`src/logic/scpc_pkg.sv`:
```
// Purpose: Shared constants for the smart card pad and power control block
// Assumes: AXI4-Lite slave with 8-bit byte address and 32-bit data
// Notes: Pad index order is reset, clock, data, function code, prog voltage
package scpc_pkg;

   // Bus widths
   localparam int AXI_AW = 8;
   localparam int AXI_DW = 32;

   // Register byte addresses
   localparam logic [7:0] ADDR_BLOCK_CTRL = 8'h00; // Block power and loopback
   localparam logic [7:0] ADDR_POWER_CTRL = 8'h04; // Regulator select field
   localparam logic [7:0] ADDR_IFACE_CTRL = 8'h08; // Session control
   localparam logic [7:0] ADDR_STATUS = 8'h0c; // Removal flag and state
   localparam logic [7:0] ADDR_PAD_CFG0 = 8'h10; // First of five pad configs
   localparam logic [7:0] ADDR_PAD_STEP = 8'h04; // Spacing of pad configs
   localparam logic [7:0] ADDR_PAD_PAR = 8'ha4; // Parallel pad register

   // Pads
   localparam int NPAD = 5;
   localparam int PAD_RST = 0;
   localparam int PAD_CLK = 1;
   localparam int PAD_DATA = 2;
   localparam int PAD_FCB = 3;
   localparam int PAD_SPU = 4;

   // Parallel register fields
   localparam int PAR_SUPPLY_GATE = 0; // Card supply gate bit
   localparam int PAR_PAD_LSB = 1; // Pad bits start here, reset pad first
   localparam int PAR_USED_W = 6; // Bits 5:0, rest read zero

   // Pad config fields
   localparam int CFG_LSB = 8;
   localparam int CFG_W = 6;
   localparam int CFG_PULL_DN = 0; // Offsets inside the config field
   localparam int CFG_PULL_UP = 1;
   localparam int CFG_OPEN_DRAIN = 2;
   localparam int CFG_FAST_OD = 3;
   localparam int CFG_OUT_EN = 4;
   localparam int CFG_IN_EN = 5;
   localparam int CFG_SENSE_BIT = 1; // Sampled input bit in a pad config word
   localparam int CFG_DRIVE_BIT = 0; // Drive bit in a pad config word

   // Control fields
   localparam int BLK_POWER_BIT = 0;
   localparam int BLK_LOOPBACK_BIT = 1;
   localparam int ICR_SESSION_BIT = 0;
   localparam int STAT_REMOVAL_BIT = 0;
   localparam int STAT_PRESENT_BIT = 1;
   localparam int STAT_STATE_LSB = 2;

   // Regulator select codes
   localparam logic [1:0] REG_SEL_OFF = 2'h0;
   localparam logic [1:0] REG_SEL_LOW = 2'h1; // Low supply voltage
   localparam logic [1:0] REG_SEL_HIGH = 2'h2; // High supply voltage

   // Reset values
   localparam logic [NPAD-1:0] PAD_OE_RST = 5'h07; // Reset, clock, data driven low
   localparam logic [NPAD-1:0] PAD_AUX_MASK = 5'h18; // Pads absent on second card

   // Bus responses
   localparam logic [1:0] RESP_OKAY = 2'h0;
   localparam logic [1:0] RESP_SLVERR = 2'h2;

   // Deactivation step timing
   localparam int CLK_PERIOD_PS = 25000;
   localparam int DEACT_STEP_NS = 1000; // Least time between sequence steps
   localparam int DEACT_STEP_CYC = (DEACT_STEP_NS * 1000 + CLK_PERIOD_PS - 1) / CLK_PERIOD_PS;
   localparam int STEP_W = 8;

   // Deactivation sequence states
   typedef enum logic [1:0] {
      ST_ACTIVE = 2'b00,
      ST_RST_LOW = 2'b01,
      ST_LINES_LOW = 2'b10,
      ST_OFF = 2'b11
   } scpc_state_t;

endpackage

```
`src/logic/scpc_top.sv`:
```
// Purpose: Smart card pad parallel access, supply gating and deactivation
// Assumes: Pad inputs and card presence are synchronous to CLK_SYS
// Notes: Open-drain pins are output and enable pairs
//
// Added by the designer: the AXI4-Lite register port.

`timescale 1ns/1ps

// Functional notes
// - Bit 5 reads/writes programming-voltage pad
// - Bit 4 reads/writes function-code pad
// - Bit 3 reads/writes card data pad
// - Bit 2 reads/writes card clock pad
// - Bit 1 reads/writes card reset pad
// - Bit 0 clear masks regulator select
// - Bit 0 set passes regulator select
// - Second interface has no auxiliary pads
// - Block works only with power bit set, except aux pads, which follow their drive bits
// - Deactivate: reset low, lines low, power off
// - Reset or unpowered: lines low, power off
// - Reception blocked while card reset low
// - Reset fall mid-byte discards partial character, except in loopback
// - Card removal triggers automatic deactivation
// - Removal shutdown raises general-purpose interrupt
// - Presence high holds interface control reset
// - Fast open-drain drives high one cycle
module scpc_top import scpc_pkg::*; #(
   parameter bit HAS_AUX_PADS = 1'b1 // Zero for the second card interface
) (
   input wire logic CLK_SYS,
   input wire logic NRST,
   input wire logic CLK_EN,
   input wire logic [AXI_AW-1:0] S_AXI_AWADDR,
   input wire logic S_AXI_AWVALID,
   output logic S_AXI_AWREADY,
   input wire logic [AXI_DW-1:0] S_AXI_WDATA,
   input wire logic [3:0] S_AXI_WSTRB,
   input wire logic S_AXI_WVALID,
   output logic S_AXI_WREADY,
   output logic [1:0] S_AXI_BRESP,
   output logic S_AXI_BVALID,
   input wire logic S_AXI_BREADY,
   input wire logic [AXI_AW-1:0] S_AXI_ARADDR,
   input wire logic S_AXI_ARVALID,
   output logic S_AXI_ARREADY,
   output logic [AXI_DW-1:0] S_AXI_RDATA,
   output logic [1:0] S_AXI_RRESP,
   output logic S_AXI_RVALID,
   input wire logic S_AXI_RREADY,
   input wire logic [NPAD-1:0] PAD_I,
   output logic [NPAD-1:0] PAD_O,
   output logic [NPAD-1:0] PAD_OE,
   output logic [NPAD-1:0] PAD_PULL_UP,
   output logic [NPAD-1:0] PAD_PULL_DN,
   input wire logic CARD_PRESENT_N,
   output logic SUPPLY_HIGH_ENABLE_N_O,
   output logic SUPPLY_HIGH_ENABLE_N_OE,
   output logic SUPPLY_LOW_ENABLE_N_O,
   output logic SUPPLY_LOW_ENABLE_N_OE,
   input wire logic RX_BUSY,
   output logic RX_ENABLE,
   output logic RX_DISCARD,
   output logic GPIO_IRQ
);

   // Bus slave state
   logic awready_ff, wready_ff, bvalid_ff, arready_ff, rvalid_ff;
   logic [1:0] bresp_ff, rresp_ff;
   logic [AXI_DW-1:0] rdata_ff;
   logic [AXI_AW-1:0] waddr_ff; // Held write address
   logic [AXI_DW-1:0] wdata_ff; // Held write data
   logic [3:0] wstrb_ff;
   logic wr_go; // Both halves held, commit this cycle
   logic wr_lo, wr_hi; // Byte lanes 0 and 1 enabled

   // Control registers
   logic block_power_ff; // Card block power bit
   logic loopback_ff;
   logic [1:0] reg_select_ff; // Regulator select field
   logic session_ff; // Interface control session bit
   logic supply_gate_ff; // Parallel bit 0
   logic [NPAD-1:0] drive_ff; // Pad drive bits
   logic [CFG_W-1:0] cfg_ff [NPAD]; // Pad config fields
   logic [NPAD-1:0] sense_ff; // Sampled pad inputs
   logic removal_ff; // Sticky removal flag
   logic auto_ff; // Sequence started by removal

   // Sequencer
   scpc_state_t state_ff, nxt_state;
   logic [STEP_W-1:0] step_ff;
   logic step_done;

   // Pad outputs and receive control
   logic [NPAD-1:0] pad_o_ff, pad_oe_ff, prev_d_ff, pu_ff, pd_ff;
   logic [NPAD-1:0] nxt_o, nxt_oe, d_val, force_low, pad_exists;
   logic hi_n_oe_ff, lo_n_oe_ff;
   logic rx_en_ff, rx_drop_ff, rst_level_ff;
   logic rst_level;

   assign wr_go = !awready_ff && !wready_ff && !bvalid_ff;
   assign wr_lo = wr_go && wstrb_ff[0];
   assign wr_hi = wr_go && wstrb_ff[1];
   assign step_done = (step_ff == STEP_W'(DEACT_STEP_CYC - 1));

   // Address decode: known register word
   function automatic logic addr_ok(input logic [AXI_AW-1:0] a);
      logic ok;
      ok = (a == ADDR_BLOCK_CTRL) || (a == ADDR_POWER_CTRL) || (a == ADDR_IFACE_CTRL)
         || (a == ADDR_STATUS) || (a == ADDR_PAD_PAR);
      for (int k = 0; k < NPAD; k++) begin
         if (a == ADDR_PAD_CFG0 + AXI_AW'(k) * ADDR_PAD_STEP) begin
            ok = 1'b1;
         end
      end
      return ok;
   endfunction

   // Write channel: take address and data in either order
   always_ff @(posedge CLK_SYS or negedge NRST) begin
      if (!NRST) begin
         awready_ff <= 1'b1;
         wready_ff <= 1'b1;
         bvalid_ff <= 1'b0;
         bresp_ff <= RESP_OKAY;
         waddr_ff <= '0;
         wdata_ff <= '0;
         wstrb_ff <= '0;
      end else if (CLK_EN) begin
         if (S_AXI_AWVALID && awready_ff) begin
            waddr_ff <= S_AXI_AWADDR;
            awready_ff <= 1'b0;
         end
         if (S_AXI_WVALID && wready_ff) begin
            wdata_ff <= S_AXI_WDATA;
            wstrb_ff <= S_AXI_WSTRB;
            wready_ff <= 1'b0;
         end
         if (wr_go) begin
            // Response one cycle after both halves are held
            bvalid_ff <= 1'b1;
            bresp_ff <= addr_ok(waddr_ff) ? RESP_OKAY : RESP_SLVERR;
         end
         if (bvalid_ff && S_AXI_BREADY) begin
            bvalid_ff <= 1'b0;
            awready_ff <= 1'b1;
            wready_ff <= 1'b1;
         end
      end
   end

   // Read channel: data one cycle after address
   always_ff @(posedge CLK_SYS or negedge NRST) begin
      if (!NRST) begin
         arready_ff <= 1'b1;
         rvalid_ff <= 1'b0;
         rresp_ff <= RESP_OKAY;
         rdata_ff <= '0;
      end else if (CLK_EN) begin
         if (S_AXI_ARVALID && arready_ff) begin
            arready_ff <= 1'b0;
            rvalid_ff <= 1'b1;
            rresp_ff <= addr_ok(S_AXI_ARADDR) ? RESP_OKAY : RESP_SLVERR;
            rdata_ff <= '0; // Reserved and unmapped read zero
            unique case (S_AXI_ARADDR)
               ADDR_BLOCK_CTRL: begin
                  rdata_ff[BLK_POWER_BIT] <= block_power_ff;
                  rdata_ff[BLK_LOOPBACK_BIT] <= loopback_ff;
               end
               ADDR_POWER_CTRL: rdata_ff[1:0] <= reg_select_ff;
               ADDR_IFACE_CTRL: rdata_ff[ICR_SESSION_BIT] <= session_ff;
               ADDR_STATUS: begin
                  rdata_ff[STAT_REMOVAL_BIT] <= removal_ff;
                  rdata_ff[STAT_PRESENT_BIT] <= !CARD_PRESENT_N;
                  rdata_ff[STAT_STATE_LSB +: 2] <= state_ff;
               end
               ADDR_PAD_PAR: begin
                  // Upper bits stay zero
                  rdata_ff[PAR_SUPPLY_GATE] <= supply_gate_ff;
                  rdata_ff[PAR_PAD_LSB +: NPAD] <= sense_ff & pad_exists;
               end
               default: begin
                  for (int k = 0; k < NPAD; k++) begin
                     if (S_AXI_ARADDR == ADDR_PAD_CFG0 + AXI_AW'(k) * ADDR_PAD_STEP) begin
                        rdata_ff[CFG_LSB +: CFG_W] <= cfg_ff[k];
                        rdata_ff[CFG_SENSE_BIT] <= sense_ff[k] & pad_exists[k];
                        rdata_ff[CFG_DRIVE_BIT] <= drive_ff[k];
                     end
                  end
               end
            endcase
         end else if (rvalid_ff && S_AXI_RREADY) begin
            rvalid_ff <= 1'b0;
            arready_ff <= 1'b1;
         end
      end
   end

   // Block control and regulator select
   always_ff @(posedge CLK_SYS or negedge NRST) begin
      if (!NRST) begin
         block_power_ff <= 1'b0;
         loopback_ff <= 1'b0;
         reg_select_ff <= REG_SEL_OFF;
      end else if (CLK_EN) begin
         if (wr_lo && waddr_ff == ADDR_BLOCK_CTRL) begin
            block_power_ff <= wdata_ff[BLK_POWER_BIT];
            loopback_ff <= wdata_ff[BLK_LOOPBACK_BIT];
         end
         if (wr_lo && waddr_ff == ADDR_POWER_CTRL) begin
            reg_select_ff <= wdata_ff[1:0];
         end
      end
   end

   // Interface control session bit, forced clear when card absent
   always_ff @(posedge CLK_SYS or negedge NRST) begin
      if (!NRST) begin
         session_ff <= 1'b0;
      end else if (CLK_EN) begin
         if (CARD_PRESENT_N || !block_power_ff) begin
            session_ff <= 1'b0;
         end else if (wr_lo && waddr_ff == ADDR_IFACE_CTRL) begin
            session_ff <= wdata_ff[ICR_SESSION_BIT];
         end
      end
   end

   // Parallel register: supply gate and pad drive bits
   always_ff @(posedge CLK_SYS or negedge NRST) begin
      if (!NRST) begin
         supply_gate_ff <= 1'b0;
         drive_ff <= '0;
      end else if (CLK_EN) begin
         if (wr_lo && waddr_ff == ADDR_PAD_PAR) begin
            // Bits above 5 are dropped
            supply_gate_ff <= wdata_ff[PAR_SUPPLY_GATE];
            drive_ff <= wdata_ff[PAR_PAD_LSB +: NPAD];
         end else begin
            for (int k = 0; k < NPAD; k++) begin
               if (wr_lo && waddr_ff == ADDR_PAD_CFG0 + AXI_AW'(k) * ADDR_PAD_STEP) begin
                  drive_ff[k] <= wdata_ff[CFG_DRIVE_BIT];
               end
            end
         end
      end
   end

   // Pad config words, loaded before parallel use
   always_ff @(posedge CLK_SYS or negedge NRST) begin
      if (!NRST) begin
         for (int k = 0; k < NPAD; k++) begin
            cfg_ff[k] <= '0;
         end
      end else if (CLK_EN) begin
         for (int k = 0; k < NPAD; k++) begin
            if (wr_hi && waddr_ff == ADDR_PAD_CFG0 + AXI_AW'(k) * ADDR_PAD_STEP) begin
               cfg_ff[k] <= wdata_ff[CFG_LSB +: CFG_W];
            end
         end
      end
   end

   // Deactivation sequencer next state
   always_comb begin
      nxt_state = state_ff;
      unique case (state_ff)
         ST_ACTIVE: begin
            // Software clear, removal or block off start the sequence
            if (!session_ff) begin
               nxt_state = ST_RST_LOW;
            end
         end
         ST_RST_LOW: begin
            if (step_done) begin
               nxt_state = ST_LINES_LOW;
            end
         end
         ST_LINES_LOW: begin
            if (step_done) begin
               nxt_state = ST_OFF;
            end
         end
         ST_OFF: begin
            if (session_ff) begin
               nxt_state = ST_ACTIVE;
            end
         end
      endcase
   end

   // Sequencer state, step timer and removal cause
   always_ff @(posedge CLK_SYS or negedge NRST) begin
      if (!NRST) begin
         state_ff <= ST_OFF;
         step_ff <= '0;
         auto_ff <= 1'b0;
      end else if (CLK_EN) begin
         state_ff <= nxt_state;
         step_ff <= (nxt_state != state_ff) ? '0 : step_ff + STEP_W'(1);
         if (state_ff == ST_ACTIVE && nxt_state == ST_RST_LOW) begin
            auto_ff <= CARD_PRESENT_N;
         end else if (state_ff == ST_OFF) begin
            auto_ff <= 1'b0;
         end
      end
   end

   // Sticky removal flag, write one to clear, set wins
   always_ff @(posedge CLK_SYS or negedge NRST) begin
      if (!NRST) begin
         removal_ff <= 1'b0;
      end else if (CLK_EN) begin
         if (state_ff == ST_LINES_LOW && step_done && auto_ff) begin
            removal_ff <= 1'b1;
         end else if (wr_lo && waddr_ff == ADDR_STATUS && wdata_ff[STAT_REMOVAL_BIT]) begin
            removal_ff <= 1'b0;
         end
      end
   end

   // Per-pad drive, enables and fast open-drain pulse
   generate
      for (genvar i = 0; i < NPAD; i++) begin : g_pad
         assign pad_exists[i] = HAS_AUX_PADS || !PAD_AUX_MASK[i];
         // Reset pad low from first step, clock and data from second
         if (i == PAD_RST) begin : g_rst
            assign force_low[i] = (state_ff != ST_ACTIVE) || !block_power_ff;
         end else if (i == PAD_CLK || i == PAD_DATA) begin : g_line
            assign force_low[i] = state_ff[1] || !block_power_ff;
         end else begin : g_aux
            assign force_low[i] = 1'b0;
         end
         assign d_val[i] = drive_ff[i];

         always_comb begin
            nxt_o[i] = 1'b0;
            nxt_oe[i] = 1'b0;
            if (!pad_exists[i]) begin
               nxt_oe[i] = 1'b0;
            end else if (force_low[i]) begin
               nxt_oe[i] = 1'b1;
            end else if (!cfg_ff[i][CFG_OUT_EN]) begin
               nxt_oe[i] = 1'b0;
            end else if (cfg_ff[i][CFG_OPEN_DRAIN]) begin
               nxt_oe[i] = !d_val[i];
            end else if (cfg_ff[i][CFG_FAST_OD]) begin
               // High driven only on the cycle after a rise
               nxt_o[i] = d_val[i];
               nxt_oe[i] = !d_val[i] || !prev_d_ff[i];
            end else begin
               nxt_o[i] = d_val[i];
               nxt_oe[i] = 1'b1;
            end
         end

         // Registered pad pins and sampled input
         always_ff @(posedge CLK_SYS or negedge NRST) begin
            if (!NRST) begin
               pad_o_ff[i] <= 1'b0;
               pad_oe_ff[i] <= PAD_OE_RST[i];
               prev_d_ff[i] <= 1'b0;
               pu_ff[i] <= 1'b0;
               pd_ff[i] <= 1'b0;
               sense_ff[i] <= 1'b0;
            end else if (CLK_EN) begin
               pad_o_ff[i] <= nxt_o[i];
               pad_oe_ff[i] <= nxt_oe[i];
               prev_d_ff[i] <= d_val[i] && !force_low[i];
               pu_ff[i] <= cfg_ff[i][CFG_PULL_UP] && pad_exists[i];
               pd_ff[i] <= cfg_ff[i][CFG_PULL_DN] && pad_exists[i];
               sense_ff[i] <= PAD_I[i] && cfg_ff[i][CFG_IN_EN];
            end
         end
      end
   endgenerate

   // Supply enables: active low, float high when off
   always_ff @(posedge CLK_SYS or negedge NRST) begin
      if (!NRST) begin
         hi_n_oe_ff <= 1'b0;
         lo_n_oe_ff <= 1'b0;
      end else if (CLK_EN) begin
         if (state_ff == ST_OFF || !supply_gate_ff || !block_power_ff) begin
            hi_n_oe_ff <= 1'b0;
            lo_n_oe_ff <= 1'b0;
         end else begin
            hi_n_oe_ff <= (reg_select_ff == REG_SEL_HIGH);
            lo_n_oe_ff <= (reg_select_ff == REG_SEL_LOW);
         end
      end
   end

   // Reset line level seen on the wire
   assign rst_level = pad_oe_ff[PAD_RST] ? pad_o_ff[PAD_RST] : PAD_I[PAD_RST];

   // Receive gating and partial character discard
   always_ff @(posedge CLK_SYS or negedge NRST) begin
      if (!NRST) begin
         rst_level_ff <= 1'b0;
         rx_en_ff <= 1'b0;
         rx_drop_ff <= 1'b0;
      end else if (CLK_EN) begin
         rst_level_ff <= rst_level;
         rx_en_ff <= rst_level && block_power_ff;
         rx_drop_ff <= rst_level_ff && !rst_level && RX_BUSY && !loopback_ff;
      end
   end

   // Output wiring from flip-flops, supply enable pin levels tied low
   assign S_AXI_AWREADY = awready_ff;
   assign S_AXI_WREADY = wready_ff;
   assign S_AXI_BVALID = bvalid_ff;
   assign S_AXI_BRESP = bresp_ff;
   assign S_AXI_ARREADY = arready_ff;
   assign S_AXI_RVALID = rvalid_ff;
   assign S_AXI_RRESP = rresp_ff;
   assign S_AXI_RDATA = rdata_ff;
   assign PAD_O = pad_o_ff;
   assign PAD_OE = pad_oe_ff;
   assign PAD_PULL_UP = pu_ff;
   assign PAD_PULL_DN = pd_ff;
   assign SUPPLY_HIGH_ENABLE_N_O = 1'b0;
   assign SUPPLY_HIGH_ENABLE_N_OE = hi_n_oe_ff;
   assign SUPPLY_LOW_ENABLE_N_O = 1'b0;
   assign SUPPLY_LOW_ENABLE_N_OE = lo_n_oe_ff;
   assign RX_ENABLE = rx_en_ff;
   assign RX_DISCARD = rx_drop_ff;
   assign GPIO_IRQ = removal_ff;

endmodule

```
`config.mk`:
```
export PLATFORM = sky130hd
export DESIGN_NAME = scpc_top
export DESIGN_NICKNAME = d
export VERILOG_FILES = /design/src/logic/scpc_pkg.sv /design/src/logic/scpc_top.sv
export SDC_FILE = /design/constraint.sdc
export NUM_CORES = 1
export LEC_CHECK = 0
export BUFFER_PORTS_ARGS = -buffer_cell sky130_fd_sc_hd__buf_4
export CAP_MARGIN = 20
export CORE_UTILIZATION = 46
export DETAILED_ROUTE_END_ITERATION = 7
export PLACE_DENSITY = 0.75
export SYNTH_ARGS = -nofsm -noshare
export SYNTH_HDL_FRONTEND = slang
export SYNTH_SLANG_ARGS = --single-unit
```
`constraint.sdc`:
```
create_clock -name CLK_SYS -period 2.1 [get_ports CLK_SYS]
set_clock_uncertainty 0.05 [all_clocks]
set_input_delay 0.42 -clock CLK_SYS [delete_from_list [all_inputs] [get_ports CLK_SYS]]
set_output_delay 0.42 -clock CLK_SYS [all_outputs]
set_load 0.05 [all_outputs]
```
After elaboration in Yosys (flattened, before gate mapping)
Index checks and enable logic that the tools add are counted.
{ "op_classes": {"n_addsub": 1, "mul": 0, "div": 0, "n_lt_le_gt_ge": 0, "n_eq_ne": 26, "shift": 0, "n_mux": 93, "bitwise": 0, "reduce_logical": 119} }
{ "ops": {"columns": ["cell", "n"], "rows": [
  ["$mux 1", 69],
  ["$eq 8x5->1 const B", 8],
  ["$reduce_and 2->1", 24],
  ["$logic_and 1x1->1", 40],
  ["$mux 6", 6],
  ["$eq 8x4->1 const B", 4],
  ["$reduce_bool 2->1", 13],
  ["$eq 8x6->1 const B", 3],
  ["$mux 2", 12],
  ["$logic_not 1->1", 20],
  ["$logic_or 1x1->1", 18],
  ["$eq 8x3->1 const B", 2],
  ["$eq 8x8->1 const B", 2],
  ["$logic_not 8->1", 2],
  ["$pmux 1 s5", 2],
  ["$add 8x1->8 const B", 1],
  ["$mux 8", 1],
  ["$pmux 2 s4", 1],
  ["$eq 2x1->1 const B", 3],
  ["$eq 2x2->1 const B", 3],
  ["$mux 5", 1],
  ["$reduce_or 5->1", 1],
  ["$pmux 2 s2", 1],
  ["$logic_not 2->1", 1],
  ["$ne 2x2->1", 1]
]} }
{ "totals": {"regBits": 133, "latch_bits": 0, "ramBits": 0, "rom_bits": 0, "input_bits": 67, "out_inout_bits": 68, "elab_cells": 304, "n_memories": 0} }

Logic depth before layout (Yosys ltp)
Gate-level depths: netlist of the first run.
{ "depth": {"word_depth": 13, "ltp_mapped": 6, "depth_no_buf": 5} }

Least setup slack after synthesis of the first run
OpenSTA, ideal clock, no wires.
{ "synth_path": {"kind": "reg-to-reg", "startpoint": "register bvalid_ff (netlist: S_AXI_BVALID)", "endpoint": "register cfg_ff[10] (netlist bit)", "setup_ns": 0.125, "arrival_ns": 1.784, "t_required_ns": 1.925, "path_slack_ns": 0.141, "stages_incl_launch_ff": 5, "path_buffers": 0, "period_less_slack_ns": 1.959, "path_cell_list": "dfrtp_1 -> nor4b_4 -> and3_1 -> nand4_2 -> mux2_2"} }
{ "synth_between": {"elab_chain_len": 5} }
{ "synth_rtl": {"columns": ["element", "line_no", "rtl"], "rows": [
  ["from (decl)", "scpc_top.sv:67", "logic awready_ff, wready_ff, bvalid_ff, arready_ff, rvalid_ff;"],
  ["from (signal assigned)", "scpc_top.sv:123", "bvalid_ff <= 1'b0;"],
  ["from (signal assigned)", "scpc_top.sv:140", "bvalid_ff <= 1'b1;"],
  ["from (signal assigned)", "scpc_top.sv:144", "bvalid_ff <= 1'b0;"],
  ["$logic_not 1->1", "scpc_top.sv:100", "assign wr_go = !awready_ff && !wready_ff && !bvalid_ff;"],
  ["$logic_and 1x1->1", "scpc_top.sv:100", null],
  ["$logic_and 1x1->1", "scpc_top.sv:102", "assign wr_hi = wr_go && wstrb_ff[1];"],
  ["$logic_and 1x1->1", "scpc_top.sv:256", "if (wr_hi && waddr_ff == ADDR_PAD_CFG0 + AXI_AW'(k) * ADDR_PAD_STEP) begin"],
  ["$reduce_and 2->1 (no line)", null, null],
  ["to (signal, indexed assignment)", "scpc_top.sv:257", "cfg_ff[k] <= wdata_ff[CFG_LSB +: CFG_W];"],
  ["to (decl)", "scpc_top.sv:83", "logic [CFG_W-1:0] cfg_ff [NPAD];"]
]} }
No other way between the ends.
A chain may end at the register's enable or synchronous reset.

Worst setup path after layout of the first run
{ "layout_path": {"startpoint": "register step_ff[4]", "endpoint": "register step_ff[3]"} }
{ "layout_between": {"elab_chain_len": 5, "word_cells_on_any_way": 6, "classes_between": "2 x eq/ne; 4 x mux"} }
{ "layout_rtl": {"columns": ["element", "line_no", "rtl"], "rows": [
  ["from (decl)", "scpc_top.sv:90", "logic [STEP_W-1:0] step_ff;"],
  ["from (signal assigned)", "scpc_top.sv:299", "step_ff <= (nxt_state != state_ff) ? '0 : step_ff + STEP_W'(1);"],
  ["$eq 8x6->1 (*)", "scpc_top.sv:103", "assign step_done = (step_ff == STEP_W'(DEACT_STEP_CYC - 1));"],
  ["$mux 2, on equally long branches", "scpc_top.sv:279, scpc_top.sv:274", null],
  ["$pmux 2 s4 (*)", "scpc_top.sv:266", "unique case (state_ff)"],
  ["$ne 2x2->1 (*)", "scpc_top.sv:299", null],
  ["$mux 8 (*)", "scpc_top.sv:299", null]
]} }
Every way passes the cells marked *; elsewhere a longest branch is shown, timed or not.

==> results of run 1 <==
flip-flops by register name, summed over array words and instances, names as in the netlist, 2 cells and up:
signal and cells:
state_ff 2, PAD_PULL_UP 5, wdata_ff 12, S_AXI_RDATA 12, PAD_PULL_DN 5, prev_d_ff 5
waddr_ff 8, step_ff 8, d_val 5, wstrb_ff 2, PAD_O 5, cfg_ff 30
reg_select_ff 2, PAD_OE 5, sense_ff 5
worst min-delay path by stage:
stage	from	end	slack, ns	cells after the start
final	S_AXI_BREADY	S_AXI_BVALID	0.15	2
after global routing	S_AXI_BREADY	S_AXI_BVALID	0.14	2
after CTS	S_AXI_BREADY	S_AXI_BVALID	0.14	2
after detailed placement	NRST	PAD_PULL_UP[4]	0.28	1
after global placement	NRST	PAD_PULL_DN[4]	0.28	1
after floorplan	NRST	GPIO_IRQ	0.07	0
stage by stage:
stage          setup slack, ns  utilization, %  total power [mW]  area, um^2  instances
3_5_place_dp            0.1370           53.95             5.021        7116        800
5_1_grt                0.03115           58.78             8.464        7754        833
2_1_floorplan           0.1409               -             4.438        6292        560
6_report                0.1340           58.78             8.121        7754        833
3_3_place_gp            0.1917           53.95             4.927        7116        800
4_1_cts                 0.1199           58.78             8.150        7754        833
where the power goes:
group          total [mW]  switching, mW  leakage [nW]  internal, mW
logic                1.52          0.808          1.62         0.708
clock network        3.12           1.11         0.302          2.01
registers            3.49          0.599          1.66          2.89
total                8.12           2.51          3.58          5.61
synthesized netlist by cell type, drive strengths merged (2+ instances only):
| library cell | instances | share of area, % |
|---|---|---|
| xor2 | 4 | 0.56 |
| nand2 | 49 | 3.0 |
| clkbuf | 13 | 0.79 |
| nand2b | 4 | 0.40 |
| a22oi | 6 | 0.73 |
| o31ai | 4 | 0.71 |
| inv | 18 | 1.1 |
| and2 | 6 | 0.60 |
| o21ai | 32 | 2.6 |
| mux2i | 7 | 1.1 |
| dfstp | 8 | 3.4 |
| or4b | 2 | 0.38 |
| dfrtp | 121 | 49 |
| nand3 | 28 | 2.3 |
| a22o | 2 | 0.28 |
| o211ai | 2 | 0.24 |
| nor2b | 3 | 0.30 |
| a31oi | 9 | 0.91 |
| mux4 | 7 | 2.5 |
| nor2 | 19 | 1.1 |
| nor4b | 7 | 1.9 |
| o2bb2ai | 7 | 0.99 |
| and3 | 5 | 0.50 |
| and4 | 3 | 0.42 |
| a32oi | 2 | 0.28 |
| nor3 | 7 | 0.56 |
| buf | 33 | 3.6 |
| mux2 | 72 | 13 |
| nor4 | 3 | 0.50 |
| and4b | 3 | 0.48 |
| a21oi | 23 | 1.9 |
| and3b | 3 | 0.42 |
| nand4 | 3 | 0.40 |
| a32o | 3 | 0.48 |
cell type report:
| class | instances | area [um^2] |
|---|---|---|
| clock buffers | 18 | 439.2 |
| clock inverters | 14 | 188.9 |
| fillers | 1086 | 5436 |
| inverters | 18 | 67.56 |
| multi-input cells | 367 | 2714 |
| flip-flops and latches | 129 | 3238 |
| well taps | 176 | 220.2 |
| repair buffers | 111 | 885.9 |
routing by layer:
metal  share of wire, %  GRT usage [%]  up-vias
met5                  0              0        -
met4                2.8          10.18        0
met3                5.9          4.778       29
met2                 48          36.62      197
met1                 43          29.45     2319
li1                   -              -     2139
timing repair:
action | in CTS | in global routing
hold buffers | 1 | 0
endpoints found under the setup margin | 0 | 1
hold endpoints to repair | 18 | 0
gates resized for setup | 0 | 1
logic make-up (layout without fill, tap and decap cells):
group,after synthesis,count (layout),share of synthesized area [%]
AND/OR/NAND/NOR,149,149,13.83
flip-flops,129,129,52.18
AO/OA/AOI/OAI,102,102,10.81
multiplexers,86,86,16.73
buffers and inverters,64,161,5.484
XOR/XNOR,5,5,0.7056
adder cells (fa/ha/maj),1,1,0.2016
other,1,24,0.06043
==> impl_table.tex, run 1 <==
\begin{tabular}{lr}
\hline
Metric & Value \\
\hline
\multicolumn{2}{l}{\textbf{Setup path}} \\
Critical-path cell list & or4b\_4 -> o31ai\_4 -> a2111oi\_0 -> a311o\_1 \\
Critical path's top delay family & compound AO/OA/AOI/OAI gates \\
Slowest cell on the critical path & or4b\_4 \\
R2r endpoint & step\_ff[3] \\
Reg2reg setup slack & $\sim$0.13 ns \\
Crit path from & step\_ff[4] \\
R2R depth & 4 \\
Required time of the critical path & around 2.4 ns \\
Arrival time at the worst endpoint & 2.22 ns \\
Max incr delay on CP & 0.59 ns \\
Startpoint types & register \\
CP endpoint kind & register \\
Number of buffers and inverters on the critical path & 0 \\
Critical path class & reg2reg \\
Top fanout value on the critical path & 5 \\
Endpoint of the worst setup timing path & step\_ff[3] \\
Start of the worst register-to-register path & step\_ff[4] \\
Stages on worst setup path & 4 \\
\multicolumn{2}{l}{\textbf{GRT}} \\
First-pass GRT wire length & between 20,000 and 25,000 um \\
Antenna violations before repair & 0 \\
Via count of the first global-routing pass & 4,751 \\
Largest net degree at the start of global routing & 70 \\
Leftover overflow at the end of global routing & 0 \\
Total routing usage reported by global routing & a little under a quarter \\
\multicolumn{2}{l}{\textbf{Clocking}} \\
H-Tree Level Count & 4 \\
Library cell used as clock root buffer & clkbuf\_16 \\
Clock buffer count from CTS & 17 \\
Clock slew seen by the registers of the worst setup and hold paths & 0.06 ns \\
Clock latency at the later pin of the worst-skew pair & 0.43 ns \\
Buffers inserted during post-CTS setup optimization & 0 \\
Number of clock sinks & 129 \\
Worst-case clock buffer depth & 2 \\
TritonCTS clock tree & yes \\
\multicolumn{2}{l}{\textbf{Floorplan}} \\
Effective utilization at floorplan & between 40\% and 50\% \\
Core area & approximately 13,000 um\^{}2 \\
Number of placement rows & 42 \\
Die Area & 13,960 um\^{}2 \\
Ports placed on the boundary & about 140 \\
Die boundary height & about 120 um \\
Die Width & 118.2 um \\
\multicolumn{2}{l}{\textbf{Synthesis}} \\
Dominant synthesized flop cell & dfrtp\_1 \\
Syn avg cell area & 11.56 um\^{}2 \\
Share of flip-flops with an asynchronous set or reset after synthesis & 100.0\% \\
Count of cell types in the netlist & between 60 and 70 \\
Post-synthesis sequential element count & between 100 and 150 \\
Proportion of synthesized chip area in sequential cells & about 52\% \\
Count of yosys warnings during synthesis & 0 \\
Cell Area, Synth & slightly above 6000 um\^{}2 \\
Number of instances in the synthesized netlist & around 540 \\
Number of flops mapped to enable cells by yosys & 0 \\
\multicolumn{2}{l}{\textbf{Timing}} \\
Maximum clock rate & 508.6 MHz \\
Endpoints failing hold & 0 \\
Share of the clock period used by the worst path & 93.62\% \\
Slew Limit Fails & 0 \\
Final-layout setup total negative slack & 0 ns \\
Fin Hold WS & between 0.1 and 0.15 ns \\
Period minus WS final & roughly 2.0 ns \\
Number of endpoints failing setup at the final stage & 0 \\
Setup repair after global routing missed its margin & no \\
\multicolumn{2}{l}{\textbf{Layout}} \\
Fraction of layout cells with a size suffix above 1 & around 37\% \\
Final \#Nets & 712 \\
Most common library cell in the layout ignoring fill and taps & dfrtp\_1 \\
Area grow syn2layout & 24.94\% \\
Final antenna diode count & 0 \\
Commonest cells after routing, fill and taps aside & dfrtp\_1, buf\_4, mux2\_2, nand2\_1, o21ai\_0 \\
\multicolumn{2}{l}{\textbf{Job}} \\
Max-cap viol count & 0 \\
\multicolumn{2}{l}{\textbf{Routing}} \\
Drt initial violations & between 300 and 400 \\
Total length of routed wires & between 10,000 and 15,000 um \\
Post-route antenna net violation count & 0 \\
First-pass DRT Iterations & 5 \\
Drt wl/cell & about 18 um \\
Vias after detailed routing & between 4,000 and 5,000 \\
Routed via count divided by cell count & 5.623 \\
Number of remaining DRC errors & 0 \\
\multicolumn{2}{l}{\textbf{Placement}} \\
GPL Wtd Cong & 0.8889 \\
Estimated wirelength of the detail-placed design & 10,610 um \\
Buffers on Ports & 88 \\
\multicolumn{2}{l}{\textbf{Power}} \\
Power per cell area & about 1000 nW/um\^{}2 \\
Static Leak & 3.581 nW \\
VDD IR-drop max & 0.6730 mV \\
\multicolumn{2}{l}{\textbf{Outcome}} \\
Result of the run & completed \\
\multicolumn{2}{l}{\textbf{Hold path}} \\
Type of the tightest min-delay check & in2reg \\
\hline
\end{tabular}
Note: power is estimated with default switching activity, not from simulation.
==> inputs of run 2 (changes only) <==
Settings changed: CELL_PAD_IN_SITES_DETAIL_PLACEMENT set to 2, CELL_PAD_IN_SITES_GLOBAL_PLACEMENT set to 2, CORE_UTILIZATION 46 to 35, GPL_ROUTABILITY_DRIVEN set to 0, PLACE_DENSITY 0.75 to 0.85.
==> run 2 against run 1 <==
  * Power up 1.1%
  * Global-route usage up 1.6 points
  * Register-to-register slack worse by 0.13 ns
  * Clock power down 4%
  * Core utilization down 14 points
  * Sequential share of layout area down 0.27 points
  * Clock-buffer cell count up 5
  * Fmax down 6.3%
  * Non-clock buffer count up 4
  * Wire length up 42%
  * Cell count up 6.4%
==> impl_table.tex, run 2 (same netlist as run 1, synthesis figures left out) <==
\begin{tabular}{lr}
\hline
Metric & Value \\
\hline
\multicolumn{2}{l}{\textbf{Routing}} \\
Number of remaining DRC errors & 0 (unchanged) \\
Drt initial violations & 223 (was 329) \\
First-pass DRT Iterations & 5 (unchanged) \\
Total length of routed wires & 21,070 um (was 14,850 um) \\
Vias after detailed routing & 4,853 (was 4,684) \\
Routed via count divided by cell count & 5.477 (was 5.623) \\
Post-route antenna net violation count & 0 (unchanged) \\
Drt wl/cell & 23.78 um (was 17.82 um) \\
\multicolumn{2}{l}{\textbf{Floorplan}} \\
Ports placed on the boundary & 135 (unchanged) \\
Core area & 17,300 um\^{}2 (was 13,190 um\^{}2) \\
Die boundary height & 135.2 um (was 118.2 um) \\
Die Width & 135.2 um (was 118.2 um) \\
Effective utilization at floorplan & 35.88\% (was 47.05\%) \\
Number of placement rows & 48 (was 42) \\
Die Area & 18,270 um\^{}2 (was 13,960 um\^{}2) \\
\multicolumn{2}{l}{\textbf{Setup path}} \\
Top fanout value on the critical path & 6 (was 5) \\
Critical path's top delay family & simple AND/OR/NAND/NOR gates (was compound AO/OA/AOI/OAI gates) \\
Max incr delay on CP & 0.60 ns (was 0.59 ns) \\
Required time of the critical path & 2.31 ns (was 2.36 ns) \\
Startpoint types & register (unchanged) \\
Slowest cell on the critical path & or4b\_4 (unchanged) \\
CP endpoint kind & register (unchanged) \\
Arrival time at the worst endpoint & 2.31 ns (was 2.22 ns) \\
Number of buffers and inverters on the critical path & 0 (unchanged) \\
Critical-path cell list & or4b\_4 -> o31ai\_4 -> and2\_1 -> o21ai\_0 (was or4b\_4 -> o31ai\_4 -> a2111oi\_0 -> a311o\_1) \\
Critical path class & reg2reg (unchanged) \\
\multicolumn{2}{l}{\textbf{Timing}} \\
Pin slew with the least headroom to its limit & between 0.5 and 0.6 ns \\
Maximum clock rate & 476.6 MHz (was 508.6 MHz) \\
Worst-case setup margin in the final layout & 0.001797 ns (was 0.1340 ns) \\
Final-layout setup total negative slack & 0 ns (unchanged) \\
Relative max-transition margin & between 60\% and 70\% \\
Period minus WS final & 2.098 ns (was 1.966 ns) \\
Slew Limit Fails & 0 (unchanged) \\
Endpoints failing hold & 0 (unchanged) \\
Number of endpoints failing setup at the final stage & 0 (unchanged) \\
Fin Hold WS & 0.1457 ns (was 0.1459 ns) \\
Setup repair after global routing missed its margin & yes (was no) \\
Share of the clock period used by the worst path & 99.91\% (was 93.62\%) \\
\multicolumn{2}{l}{\textbf{Power}} \\
Internal & 5.483 mW (was 5.607 mW) \\
Static Leak & 3.583 nW (was 3.581 nW) \\
Gate power share & 20.4\% (was 18.7\%) \\
Switching Fraction & 33.22\% (was 30.96\%) \\
Sequential power share & 43.0\% (about the same) \\
Clock group share of total power & 36.6\% (was 38.4\%) \\
Power per cell area & 1052 nW/um\^{}2 (was 1047 nW/um\^{}2) \\
Net Sw Power & 2.728 mW (was 2.514 mW) \\
VDD IR-drop max & 0.6220 mV (was 0.6730 mV) \\
\multicolumn{2}{l}{\textbf{GRT}} \\
Via count of the first global-routing pass & 5,470 (was 4,751) \\
First-pass GRT wire length & 32,570 um (was 24,390 um) \\
Leftover overflow at the end of global routing & 0 (unchanged) \\
Total routing usage reported by global routing & 24.24\% (was 22.68\%) \\
Largest net degree at the start of global routing & 71 (was 70) \\
Antenna violations before repair & 0 (unchanged) \\
\multicolumn{2}{l}{\textbf{Clocking}} \\
Library cell used as clock root buffer & clkbuf\_16 (unchanged) \\
Buffers inserted during post-CTS setup optimization & 0 (unchanged) \\
Clock slew seen by the registers of the worst setup and hold paths & 0.06 ns (about the same) \\
Worst-case clock buffer depth & 2 (unchanged) \\
Number of clock sinks & 129 (unchanged) \\
H-Tree Level Count & 4 (unchanged) \\
Clock buffer count from CTS & 17 (unchanged) \\
Clock latency at the later pin of the worst-skew pair & 0.42 ns (was 0.43 ns) \\
TritonCTS clock tree & yes (unchanged) \\
\multicolumn{2}{l}{\textbf{Placement}} \\
\# placed instances & 853 (was 800) \\
Estimated wirelength of the detail-placed design & 14,120 um (was 10,610 um) \\
Buffers on Ports & 88 (unchanged) \\
Post-placement setup slack & 0.08288 ns (was 0.1370 ns) \\
\multicolumn{2}{l}{\textbf{Layout}} \\
Fill cell instance count of the final layout & 1,759 (was 1,086) \\
Max reg flops & 30 (unchanged) \\
Fraction of layout cells with a size suffix above 1 & 36.91\% (was 36.68\%) \\
Commonest cells after routing, fill and taps aside & dfrtp\_1, buf\_4, mux2\_2, nand2\_1, o21ai\_0 (unchanged) \\
Register with the most flip-flops & cfg\_ff (unchanged) \\
Most common library cell in the layout ignoring fill and taps & dfrtp\_1 (unchanged) \\
Final antenna diode count & 0 (unchanged) \\
Number of standard cells in the layout, taps in and fillers out & 886 (was 833) \\
Final \#Nets & 716 (was 712) \\
Area grow syn2layout & 25.75\% (was 24.94\%) \\
\multicolumn{2}{l}{\textbf{Hold path}} \\
Type of the tightest min-delay check & in2reg (unchanged) \\
\multicolumn{2}{l}{\textbf{Job}} \\
Max-cap viol count & 0 (unchanged) \\
\multicolumn{2}{l}{\textbf{Outcome}} \\
Result of the run & completed (unchanged) \\
\hline
\end{tabular}
-- run 2: cell count changes in the layout (fill, tap and decap cells not counted), sizes merged --
cell | before | now
buf | 110 | 114
bufinv | 4 | 2
clkbuf | 18 | 23
clkinv | 7 | 3
clkinvlp | 3 | 4
-- run 2: worst reg2reg max path, delay by kind of cell (launching register included) --
kind / cells / cell delay (ns)
simple gates: 2 / 0.92
compound gates: 2 / 0.53
flops: 1 / 0.44
-- run 2: layout make-up --
cell class              instances  area (um^2)  share of cell area [%]
flip-flops and latches        129         3238                   41.49
multi-input cells             367         2733                   35.02
repair buffers                115        890.9                   11.42
clock buffers                  23        488.0                   6.253
well taps                     225        281.5                   3.608
clock inverters                 9        105.1                   1.347
inverters                      18        67.56                  0.8658
-- run 2: timing repair --
item / 4_1_cts / 5_1_grt
resized for setup: 1 / 2
hold buffers: 1 / 0
gates cloned: 0 / 0
hold endpoints to repair: 20 / 0
endpoints found under the setup margin: 1 / 21
-- run 2: final timing paths --
check	cells after the start	start	endpoint	slack [ns]
max in group asynchronous	3	NRST	S_AXI_AWREADY	0.86
min reg2reg	2	S_AXI_RDATA[4]	S_AXI_RDATA[4]	0.43
min in group asynchronous	2	NRST	PAD_PULL_DN[4]	0.40
min	2	S_AXI_BREADY	S_AXI_BVALID	0.15
max	4	step_ff[4]	step_ff[0]	0.002
max reg2reg	4	step_ff[4]	step_ff[0]	0.002
-- run 2: power by group through the flow --
stage               logic [mW]  clock network (mW)  registers (mW)
floorplan                0.991                   0            3.45
global placement          1.52                   0            3.45
detailed placement        1.63                   0            3.53
CTS                       1.69                3.04            3.52
global route              1.80                3.13            3.59
finish                    1.68                3.00            3.53
-- run 2: layer usage --
metal / up-vias / GRT usage [%] / wire length (um)
li1: 2144 / - / -
met1: 2507 / 29.76 / 8581
met2: 167 / 41.51 / 10940
met3: 35 / 4.078 / 962
met4: 0 / 11.30 / 586
met5: - / 0 / 0
-- run 2: metrics by stage --
| step | total power [mW] | cell area [um^2] | utilization, % |
|---|---|---|---|
| 4_1_cts | 8.246 | 7792 | 45.05 |
| 3_5_place_dp | 5.158 | 7182 | 41.52 |
| 5_1_grt | 8.527 | 7804 | 45.12 |
| 2_1_floorplan | 4.438 | 6292 | - |
| 6_report | 8.210 | 7804 | 45.12 |
| 3_3_place_gp | 4.973 | 7182 | 41.52 |
